`src/common/tgcpe_params.svh`:
```
// constants for the time gain ramp engine: offsets, fields, counts
`ifndef TGCPE_PARAMS_SVH
`define TGCPE_PARAMS_SVH
`define TGCPE_ADDR_GP0 8'h00
`define TGCPE_BIT_RDEN 1
`define TGCPE_BIT_BANK 2
`define TGCPE_TBL_LO 8'h01
`define TGCPE_TBL_HI 8'h94
`define TGCPE_TBL_DEPTH 148
`define TGCPE_ADDR_FIRST 8'h95
`define TGCPE_ADDR_LAST 8'h96
`define TGCPE_ADDR_IGAIN 8'h97
`define TGCPE_ADDR_DWELL 8'h98
`define TGCPE_ADDR_MODE 8'h99
`define TGCPE_ADDR_WHOLE 8'h9A
`define TGCPE_ADDR_RATE 8'h9B
`define TGCPE_BIT_FINE_EN 7
`define TGCPE_BIT_SOFT 5
`define TGCPE_BIT_LIN 4
`define TGCPE_BIT_FIXED 3
`define TGCPE_DB_MAX 6'h24
`define TGCPE_GAIN_MAX 9'h120
`define TGCPE_HOLD_MULT 16'h0021
`define TGCPE_CLK_NS 50
`define TGCPE_SAMP_CLKS 2
`define TGCPE_SAMP_NS (`TGCPE_CLK_NS * `TGCPE_SAMP_CLKS)
`define TGCPE_FRAME_LAST 5'h17
`define TGCPE_ADDR_LASTBIT 5'h07
`define TGCPE_FRAME_BITS 5'h18
`define TGCPE_RST_ZERO 8'h00
`endif

```
`src/common/tgcpe_pkg.sv`:
```
// types shared by the time gain ramp engine
package tgcpe_pkg;
  typedef enum logic [1:0] {
    TGCPE_IDLE,
    TGCPE_STEP,
    TGCPE_HOLD,
    TGCPE_RETURN
  } tgcpe_state_t;

  // one step entry: direction and duration code
  typedef struct packed {
    logic dec;
    logic [7:0] dur;
  } tgcpe_entry_t;

  // gain in eighth-dB units above -5 dB; whole*8+eighth
  typedef struct packed {
    logic [5:0] whole;
    logic [2:0] eighth;
  } tgcpe_gain_t;
endpackage

```
`src/rtl/tgcpe_engine.sv`:
```
// time gain ramp engine with serial register port and step table
`timescale 1ns/1ps
`include "tgcpe_params.svh"

module tgcpe_engine (
  input wire logic clk_sys,
  input wire logic rst,
  input wire logic ser_clk,
  input wire logic ser_en_n,
  input wire logic ser_din,
  input wire logic trig_pin,
  output logic ser_dout,
  output tgcpe_pkg::tgcpe_gain_t gain_out,
  output logic gain_strobe,
  output logic curve_active
);
  // pin synchronisers; stage 0 feeds only stage 1
  logic [2:0] sclk_s, trig_s;
  logic [1:0] sen_s, sdi_s;
  logic sclk_rise, sen_act, trig_rise;
  always_ff @(posedge clk_sys)
  begin
    if (rst)
    begin
      sclk_s <= 3'h0;
      sen_s <= 2'h3;
      sdi_s <= 2'h0;
      trig_s <= 3'h0;
    end
    else
    begin
      sclk_s <= {sclk_s[1:0], ser_clk};
      sen_s <= {sen_s[0], ser_en_n};
      sdi_s <= {sdi_s[0], ser_din};
      trig_s <= {trig_s[1:0], trig_pin};
    end
  end
  assign sclk_rise = sclk_s[1] & ~sclk_s[2];
  assign sen_act = ~sen_s[1];
  assign trig_rise = trig_s[1] & ~trig_s[2];
  // sample tick: every second input clock
  logic ph_r, tick;
  always_ff @(posedge clk_sys)
  begin
    if (rst)
      ph_r <= 1'b0;
    else
      ph_r <= ~ph_r;
  end
  assign tick = ph_r;
  // serial frame: 8 address bits then 16 data bits, msb first
  logic [4:0] bit_cnt_r;
  logic [22:0] sh_r;
  logic [23:0] frame;
  logic wr_evt, rd_load;
  logic [7:0] wr_addr, rd_addr;
  logic [15:0] wr_data, rd_word, rd_sh_r;
  assign frame = {sh_r, sdi_s[1]};
  assign wr_addr = frame[23:16];
  assign wr_data = frame[15:0];
  assign rd_addr = frame[7:0];
  always_ff @(posedge clk_sys)
  begin
    if (rst || !sen_act)
    begin
      bit_cnt_r <= 5'h00;
      sh_r <= 23'h000000;
    end
    else if (sclk_rise && bit_cnt_r != `TGCPE_FRAME_BITS)
    begin
      sh_r <= frame[22:0];
      bit_cnt_r <= bit_cnt_r + 5'h01;
    end
  end
  // registers
  logic bank_r, rden_r, fine_en_r, soft_r, lin_r, fixed_r;
  logic [7:0] first_r, last_r, dwell_r, rate_r;
  logic [5:0] ig_r, whole_r;
  logic [2:0] fine_r;
  logic [8:0] tbl [1:`TGCPE_TBL_DEPTH];
  // readout mode leaves only register zero writable, so it can be left
  assign wr_evt = sclk_rise && sen_act && bit_cnt_r == `TGCPE_FRAME_LAST;
  assign rd_load = sclk_rise && sen_act && rden_r
    && bit_cnt_r == `TGCPE_ADDR_LASTBIT;
  always_ff @(posedge clk_sys)
  begin
    if (rst)
    begin
      bank_r <= 1'b0;
      rden_r <= 1'b0;
      first_r <= `TGCPE_RST_ZERO;
      last_r <= `TGCPE_RST_ZERO;
      ig_r <= 6'h00;
      fine_en_r <= 1'b0;
      dwell_r <= `TGCPE_RST_ZERO;
      soft_r <= 1'b0;
      lin_r <= 1'b0;
      fixed_r <= 1'b0;
      fine_r <= 3'h0;
      whole_r <= 6'h00;
      rate_r <= `TGCPE_RST_ZERO;
    end
    else if (wr_evt)
    begin
      if (wr_addr == `TGCPE_ADDR_GP0)
      begin
        bank_r <= wr_data[`TGCPE_BIT_BANK];
        rden_r <= wr_data[`TGCPE_BIT_RDEN];
      end
      else if (bank_r && !rden_r)
      begin
        unique case (wr_addr)
          `TGCPE_ADDR_FIRST: first_r <= wr_data[7:0];
          `TGCPE_ADDR_LAST: last_r <= wr_data[7:0];
          `TGCPE_ADDR_IGAIN:
          begin
            ig_r <= wr_data[5:0];
            fine_en_r <= wr_data[`TGCPE_BIT_FINE_EN];
          end
          `TGCPE_ADDR_DWELL: dwell_r <= wr_data[7:0];
          `TGCPE_ADDR_MODE:
          begin
            soft_r <= wr_data[`TGCPE_BIT_SOFT];
            lin_r <= wr_data[`TGCPE_BIT_LIN];
            fixed_r <= wr_data[`TGCPE_BIT_FIXED];
            fine_r <= wr_data[2:0];
          end
          `TGCPE_ADDR_WHOLE: whole_r <= wr_data[5:0];
          `TGCPE_ADDR_RATE: rate_r <= wr_data[7:0];
          default: ;
        endcase
      end
    end
  end
  // table storage has no reset; software loads it before use
  always_ff @(posedge clk_sys)
  begin
    if (wr_evt && bank_r && !rden_r && wr_addr >= `TGCPE_TBL_LO
        && wr_addr <= `TGCPE_TBL_HI)
      tbl[wr_addr] <= wr_data[8:0];
  end
  always_comb
  begin
    rd_word = 16'h0000;
    if (rd_addr == `TGCPE_ADDR_GP0)
      rd_word = {13'h0000, bank_r, rden_r, 1'b0};
    else if (bank_r)
    begin
      if (rd_addr >= `TGCPE_TBL_LO && rd_addr <= `TGCPE_TBL_HI)
        rd_word = {7'h00, tbl[rd_addr]};
      else
      begin
        unique case (rd_addr)
          `TGCPE_ADDR_FIRST: rd_word = {8'h00, first_r};
          `TGCPE_ADDR_LAST: rd_word = {8'h00, last_r};
          `TGCPE_ADDR_IGAIN: rd_word = {8'h00, fine_en_r, 1'b0, ig_r};
          `TGCPE_ADDR_DWELL: rd_word = {8'h00, dwell_r};
          `TGCPE_ADDR_MODE:
            rd_word = {10'h000, soft_r, lin_r, fixed_r, fine_r};
          `TGCPE_ADDR_WHOLE: rd_word = {10'h000, whole_r};
          `TGCPE_ADDR_RATE: rd_word = {8'h00, rate_r};
          default: rd_word = 16'h0000;
        endcase
      end
    end
  end
  // readback: bit changes a few clocks after each sclk rise
  always_ff @(posedge clk_sys)
  begin
    if (rst)
    begin
      rd_sh_r <= 16'h0000;
      ser_dout <= 1'b0;
    end
    else if (sclk_rise && sen_act && rden_r)
    begin
      rd_sh_r <= {(rd_load ? rd_word[14:0] : rd_sh_r[14:0]), 1'b0};
      ser_dout <= rd_load ? rd_word[15] : rd_sh_r[15];
    end
  end
  // trigger capture; a rise during a clear still counts
  logic pend_r, start_evt;
  always_ff @(posedge clk_sys)
  begin
    if (rst)
      pend_r <= 1'b0;
    else if (trig_rise)
      pend_r <= 1'b1;
    else if (tick)
      pend_r <= 1'b0;
  end
  assign start_evt = tick && !fixed_r && (pend_r || trig_rise);
  // step engine
  tgcpe_pkg::tgcpe_state_t state_r;
  tgcpe_pkg::tgcpe_entry_t entry;
  logic [7:0] idx_r, sub_r, n_raw, n_eff;
  logic [2:0] eighth_r;
  logic [15:0] hold_r, hold_load;
  logic [3:0] move;
  logic [9:0] g_up, g_dn;
  logic [8:0] g_cur, start_code, fixed_code;
  logic [5:0] ig_sat, whole_sat;
  logic dir_dn, sub_done, lim_hit;
  assign g_cur = gain_out;
  assign ig_sat = (ig_r > `TGCPE_DB_MAX) ? `TGCPE_DB_MAX : ig_r;
  assign start_code = {ig_sat, 3'h0};
  assign whole_sat = (whole_r > `TGCPE_DB_MAX) ? `TGCPE_DB_MAX
    : whole_r;
  assign fixed_code = {whole_sat, fine_r};
  assign hold_load = {8'h00, dwell_r} * `TGCPE_HOLD_MULT;
  // out-of-range index reads as zero; software keeps pointers legal
  assign entry = (idx_r >= `TGCPE_TBL_LO && idx_r <= `TGCPE_TBL_HI)
    ? tbl[idx_r] : 9'h000;
  assign n_raw = lin_r ? rate_r : entry.dur;
  assign n_eff = (n_raw == 8'h00) ? 8'h01 : n_raw;
  assign dir_dn = lin_r ? 1'b0 : entry.dec;
  assign sub_done = (sub_r == n_eff - 8'h01);
  assign move = fine_en_r ? 4'h1 : ((eighth_r == 3'h7) ? 4'h8 : 4'h0);
  assign g_up = {1'b0, g_cur} + {6'h00, move};
  assign g_dn = {1'b0, g_cur} - {6'h00, move};
  assign lim_hit = dir_dn ? g_dn[9] : (g_up > {1'b0, `TGCPE_GAIN_MAX});
  always_ff @(posedge clk_sys)
  begin
    if (rst)
    begin
      state_r <= tgcpe_pkg::TGCPE_IDLE;
      gain_out <= 9'h000;
      idx_r <= `TGCPE_RST_ZERO;
      sub_r <= `TGCPE_RST_ZERO;
      eighth_r <= 3'h0;
      hold_r <= 16'h0000;
    end
    else if (tick)
    begin
      if (fixed_r)
      begin
        state_r <= tgcpe_pkg::TGCPE_IDLE;
        gain_out <= fixed_code;
      end
      else if (start_evt)
      begin
        state_r <= tgcpe_pkg::TGCPE_STEP;
        gain_out <= start_code;
        idx_r <= first_r;
        sub_r <= `TGCPE_RST_ZERO;
        eighth_r <= 3'h0;
      end
      else
      begin
        unique case (state_r)
          tgcpe_pkg::TGCPE_IDLE:
          begin
            if (soft_r)
            begin
              state_r <= tgcpe_pkg::TGCPE_STEP;
              gain_out <= start_code;
              idx_r <= first_r;
              sub_r <= `TGCPE_RST_ZERO;
              eighth_r <= 3'h0;
            end
          end
          tgcpe_pkg::TGCPE_STEP:
          begin
            if (!sub_done)
              sub_r <= sub_r + 8'h01;
            else
            begin
              sub_r <= `TGCPE_RST_ZERO;
              eighth_r <= eighth_r + 3'h1;
              if (lim_hit)
              begin
                gain_out <= dir_dn ? 9'h000 : `TGCPE_GAIN_MAX;
                state_r <= tgcpe_pkg::TGCPE_HOLD;
                hold_r <= hold_load;
              end
              else
              begin
                // coarse mode moves once per 8 sub-periods
                gain_out <= dir_dn ? g_dn[8:0] : g_up[8:0];
                if (eighth_r == 3'h7)
                begin
                  if (idx_r == last_r)
                  begin
                    state_r <= tgcpe_pkg::TGCPE_HOLD;
                    hold_r <= hold_load;
                  end
                  else
                    idx_r <= idx_r + 8'h01;
                end
              end
            end
          end
          tgcpe_pkg::TGCPE_HOLD:
          begin
            if (hold_r == 16'h0000)
              state_r <= tgcpe_pkg::TGCPE_RETURN;
            else
              hold_r <= hold_r - 16'h0001;
          end
          tgcpe_pkg::TGCPE_RETURN:
          begin
            if (g_cur > start_code)
              gain_out <= (g_cur - start_code > 9'h008)
                ? g_cur - 9'h008 : start_code;
            else if (g_cur < start_code)
              gain_out <= (start_code - g_cur > 9'h008)
                ? g_cur + 9'h008 : start_code;
            else if (soft_r)
            begin
              state_r <= tgcpe_pkg::TGCPE_STEP;
              idx_r <= first_r;
              sub_r <= `TGCPE_RST_ZERO;
              eighth_r <= 3'h0;
            end
            else
              state_r <= tgcpe_pkg::TGCPE_IDLE;
          end
        endcase
      end
    end
  end
  // status outputs, registered
  always_ff @(posedge clk_sys)
  begin
    if (rst)
    begin
      gain_strobe <= 1'b0;
      curve_active <= 1'b0;
    end
    else
    begin
      gain_strobe <= tick;
      curve_active <= (state_r != tgcpe_pkg::TGCPE_IDLE);
    end
  end
endmodule

```
`config.mk`:
```
export PLATFORM = sky130hd
export DESIGN_NAME = tgcpe_engine
export DESIGN_NICKNAME = d
export VERILOG_FILES = /design/src/common/tgcpe_pkg.sv /design/src/rtl/tgcpe_engine.sv
export VERILOG_INCLUDE_DIRS = /design/src /design/src/common
export SDC_FILE = /design/constraint.sdc
export NUM_CORES = 2
export LEC_CHECK = 0
export ABC_AREA = 0
export BUFFER_PORTS_ARGS = -buffer_cell sky130_fd_sc_hd__buf_2
export CORE_UTILIZATION = 60
export DETAILED_ROUTE_END_ITERATION = 10
export GPL_ROUTABILITY_DRIVEN = 0
export HOLD_SLACK_MARGIN = 0.12
export PLACE_DENSITY = 0.76
export SYNTH_ARGS = -nofsm -noshare
export SYNTH_HDL_FRONTEND = slang
export SYNTH_SLANG_ARGS = --single-unit
```
`constraint.sdc`:
```
create_clock -name clk_sys -period 15 [get_ports clk_sys]
set_input_delay 1.5 -clock clk_sys [delete_from_list [all_inputs] [get_ports clk_sys]]
set_output_delay 1.5 -clock clk_sys [all_outputs]
set_load 0.05 [all_outputs]
```
# == After elaboration in Yosys (flattened, before gate mapping) ==
# Memory sizes are Yosys's and may differ from the RTL's. A register that Yosys moved wholly into a read port is not among the register bits.
# Index checks and enable logic that the tools add are counted.
# word_totals
reg_bits,157
word_cells,223
ramBits,1332
mem_count,1
# op_classes
n_reduce_logical,42
n_mul,1
mux,72
magnitude_cmp,13
eq_ne,41
add_sub_neg,12
bitwise_logic,9
# mem_list
memory,depth,word_bits,rd,rd_ports_with_merged_regs,wr,line,rtl
tbl,148,9,2,1,1,tgcpe_engine.sv:80,logic [8:0] tbl [1:`TGCPE_TBL_DEPTH];
# ops
cell,count
2-to-1 mux 8 bit,17
2-to-1 mux 9 bit,15
== test 8 bit (second input constant),14
2-to-1 mux 16 bit,5
one-hot mux 8 bit (7 select lines),1
one-hot mux 8 bit (3 select lines),2
one-hot mux 16 bit (2 select lines),1
AND reduction 4 bit,7
one-hot mux 9 bit (3 select lines),1
>= comparator 8 x 1 -> 1 bit (second input constant),3
less-or-equal comparator 8 bit (second input constant),3
logical NOT 8 bit,3
inequality test 3 bit (second input constant),8
2-to-1 mux 2 bit,10
inequality test 4 bit (second input constant),5
inequality test 5 bit (second input constant),4
greater-than comparator 9 x 4 -> 1 bit (second input constant),2
subtractor 9 bit,2
adder 8 x 1 -> 8 bit (second input constant),2
== test 8 bit,2
logical NOT 16 bit,1
AND reduction 8 bit,2
subtractor 16 x 1 -> 16 bit (second input constant),1
2-to-1 mux 15 bit,1
other kinds (37),78

# == Depth between registers and ports, before layout ==
# depth
word_depth,13
depth_mapped,27

# == Least setup slack after synthesis ==
# Ideal clock, no wire load.
# synth_path
path_kind,flip-flop to flip-flop
startpoint,register sdi_s[1]
endpoint,register rd_sh_r[3]
slack_ps,8953
path_buffers,5
stages_incl_launch_ff,12
required_ps,14858
arrival_time_ps,5905
setup_ps,142
cell_sequence,dfxtp_1 > clkbuf_1 > buf_1 > buf_1 > clkbuf_1 > buf_1 > mux4_2 > mux4_2 > nor2_1 > a211oi_1 > o311ai_0 > a311oi_1
# synth_between
elab_chain_len,6
# synth_lines
item,line,rtl
"start, declared",tgcpe_engine.sv:19,"logic [1:0] sen_s, sdi_s;"
"start signal, assigned",tgcpe_engine.sv:34,"sdi_s <= {sdi_s[0], ser_din};"
"parallel branches: the longest is 4 deep, another holds memory read (148 x 9 bit)",--,
2-to-1 mux 9 bit (*),tgcpe_engine.sv:145,if (rd_addr == `TGCPE_ADDR_GP0)
2-to-1 mux 15 bit (*),tgcpe_engine.sv:177,"rd_sh_r <= {(rd_load ? rd_word[14:0] : rd_sh_r[14:0]), 1'b0};"
"end signal, assigned",tgcpe_engine.sv:177,
"end, declared",tgcpe_engine.sv:57,"logic [15:0] wr_data, rd_word, rd_sh_r;"
# Mark *: on every way between the ends.
# A chain may end at the register's enable or synchronous reset.

==> out/metrics.yaml <==
final_layout:
  nFillCells: 8040
  area_growth_pct: 8.47
  layout.nets: 4526
  layout-drive-gt1-share_pct: 25.0
  design_area_um2: 79300
worst_setup_path:
  required_ns: 15.68
  critPathCaptureType: "flop"
  cp-start-kind: "flop"
  arrival_ns: 9.61
  r2r_setup_slack_ns: 6.07
  path_max_fanout: 52
  critPathKind: "reg -> reg"
clock_network:
  clock_latency_ns: 0.80
  ctsHoldBuffers: 0
  path_clk_slew_ns: 0.06
  cts_inserted_buffers: 155
  clock_path_buffers: 3
  cts_root_buffer: "clkbuf_16"
  cts_resized: 0
  clkSinkCount: 1497
  post-cts-setup-buffer-count: 0
  htree_levels: 4
  cts_tree: "built"
yosys:
  synth-edff-count: 1332
  yosys_register_bits: 1497
  synthSimpleGateAreaFrac_pct: 5.65
  synthTopCellsByArea: "edfxtp_1, mux4_2, dfxtp_1"
  yosys_warnings: 0
  syn-cell-area_um2: 73100
  synth_compound_area_share_pct: 5.50
  async_reset_ff_share_pct: 0
  synthCells: 4482
  syn-num-nets: 4533
  synth_top_family_by_area: "multiplexers"
  synth_xor_area_share_pct: 0.431
  yosysSeqAreaShare_pct: 59.2
  synth_top_area_share_pct: 54.7
  synth_cell_type_count: 109
  yosys-mux-area-fraction_pct: 25.5
  avgSynthCellArea_um2: 16.3
  synth_top_area_cell: "edfxtp_1"
  synthAdderAreaFrac_pct: 0.790
  synthFlopType: "edfxtp_1"
hold_path:
  hold_class: "reg -> reg"
floorplan:
  dieHeight_um: 351
  die_area_um2: 123000
  start_util_pct: 60.7
  num_rows: 127
  fp.dieW_um: 351
  io_pins: 18
  core_area_um2: 120000
place:
  portBuffers: 17
  placed_area_um2: 74600
  dp_hpwl_um: 136000
detailed_routing:
  post-route-drc-count: 0
  drt_iter0_markers: 7725
  avgViaCountPerCell: 7.43
  wire_per_inst_um: 34.8
  firstDrtPassIters: 8
  wl_um: 216000
  antenna_left: 0
  route.vias.total: 46100
grt:
  antenna_found_initial: 8
  grt.overflow.total: 0
  grt_max_degree: 160
  grt_pass1_vias: 44100
  grtUsageTotal_pct: 35.5
  grt_pass1_wl_um: 310000
pwr:
  ir_drop_mv: 0.120
  power_leakage_nw: 24.6
  p_per_area_nw_per_um2: 106
sta:
  setup_viol: 0
  slew_headroom_pct: 5.28
  drv_slew: 0
  rsz0062_at_grt: "false"
  hold_viol_final: 0
  setup_tns_ns: 0
  clock_skew_ns: 0.0472
  clock.fmax_mhz: 112
  fin_crit_sh_pct: 59.5
  finalCriticalPeriod_ns: 8.93
  tightest_slew_ns: 1.42
run_status:
  status: "completed"
job:
  maxCapViolations: 0
-- power breakdown --
| group | switching [W] | internal [W] |
|---|---|---|
| logic | 0.000174 | 0.000111 |
| registers | 0.00000694 | 0.00448 |
| clock network | 0.00161 | 0.00204 |
-- metrics by stage --
step	hold WS [ns]	std cells	worst slack, ns	util, %	total power, W
3_5_place_dp	0.397	5930	6.39	61.9	0.00485
6_report	0.419	6213	6.07	65.9	0.00841
4_1_cts	0.414	6205	6.38	65.8	0.00841
5_1_grt	0.418	6205	5.76	65.8	0.00858
3_3_place_gp	0.402	5930	6.53	61.9	0.00484
2_1_floorplan	0.389	4482	8.95	-	0.00477
-- sequential cells by signal, summed over array words and instances, names as in the netlist, 3 cells and up, named ones only --
signal	flops
fine_r	3
last_r	8
gain_out	9
eighth_r	3
sclk_s	3
dwell_r	8
idx_r	8
whole_r	6
trig_s	3
sh_r	23
sub_r	8
rd_sh_r	15
hold_r	16
first_r	8
bit_cnt_r	5
ig_r	6
rate_r	8
tbl	1332
-- cell type report --
class	count	area [µm²]	area share, %
inverters	61	229	0.289
diodes	8	20.0	0.0252
multi-input cells	2593	27700	35.0
repair buffers	167	1280	1.61
flip-flops and latches	1497	43300	54.7
clock inverters	77	515	0.650
clock buffers	198	4190	5.28
well taps	1612	2020	2.54
-- cell usage after synthesis (21+ instances only) --
cell type and n:
edfxtp_1 1332, mux4_2 660, nor2_1 348, mux2i_1 301
nand2_1 279, dfxtp_1 165, clkbuf_1 164, a21oi_1 144
a22oi_1 73, o21ai_0 69, nand3_1 58, inv_1 56
a211oi_1 55, buf_1 53, nor2b_1 48, ha_1 43
mux2_2 42, buf_2 38, nor3_1 33, a31oi_1 30
buf_4 30, and2_1 25, xnor2_1 25, buf_6 23
nand4_1 22, nand2b_1 21
-- layout by cell type (no fill, tap or decap), types with 33 or more instances in the layout --
cell and n:
a211oi_1 55, dfxtp_1 151, ha_1 43, a21oi_1 144, mux2i_1 301, nor2_1 347
clkbuf_16 159, clkbuf_1 33, clkinv_1 33, a22oi_1 73, mux2_2 42, buf_4 146
mux4_2 660, nor2b_1 42, edfxtp_1 1332, nand2_1 279, nand3_1 58, o21ai_0 69
inv_1 56
-- kinds of logic (layout without fill, tap and decap cells) --
logic type,count (synthesis),count (layout)
flops,1497,1497
mux,1015,1015
simple gates,917,917
compound gates,580,580
buf+inv,392,503
fa+ha+maj,45,45
xor+xnor,36,36
other cells,0,8
-- routing by layer --
metal	global-route usage [%]	routed length (µm)	up-vias
met4	19.8	13300	2
met2	52.8	97500	3808
li1	-	-	18300
met3	11.3	30000	726
met5	0	16	-
met1	46.7	75400	23300
-- critical path: stages, from the launching register on --
cell and delay, ns:
dfxtp_4 0.84, buf_4 0.53, buf_4 0.74, nor2b_1 0.74, a22oi_1 0.21, a21oi_1 0.34
a2111oi_0 0.21, a2111oi_2 0.81, o22ai_1 0.25, nor4_1 0.31, a31o_1 0.23, inv_1 0.06
ha_1 0.21, xnor2_1 0.16, or3_1 0.36, a211oi_1 0.26, o21ai_1 0.13, mux2_4 0.35
o41ai_2 0.69, o211ai_2 0.57, or4_1 0.61, a21oi_1 0.14
-- final timing paths --
check | from | to | depth (start not counted)
min | sen_s[0] | sen_s[1] | 1
max reg2reg | flop | hold_r[15] | 21
max | flop | hold_r[15] | 21
min reg2reg | sen_s[0] | sen_s[1] | 1
(Power assumes the default switching activity.)
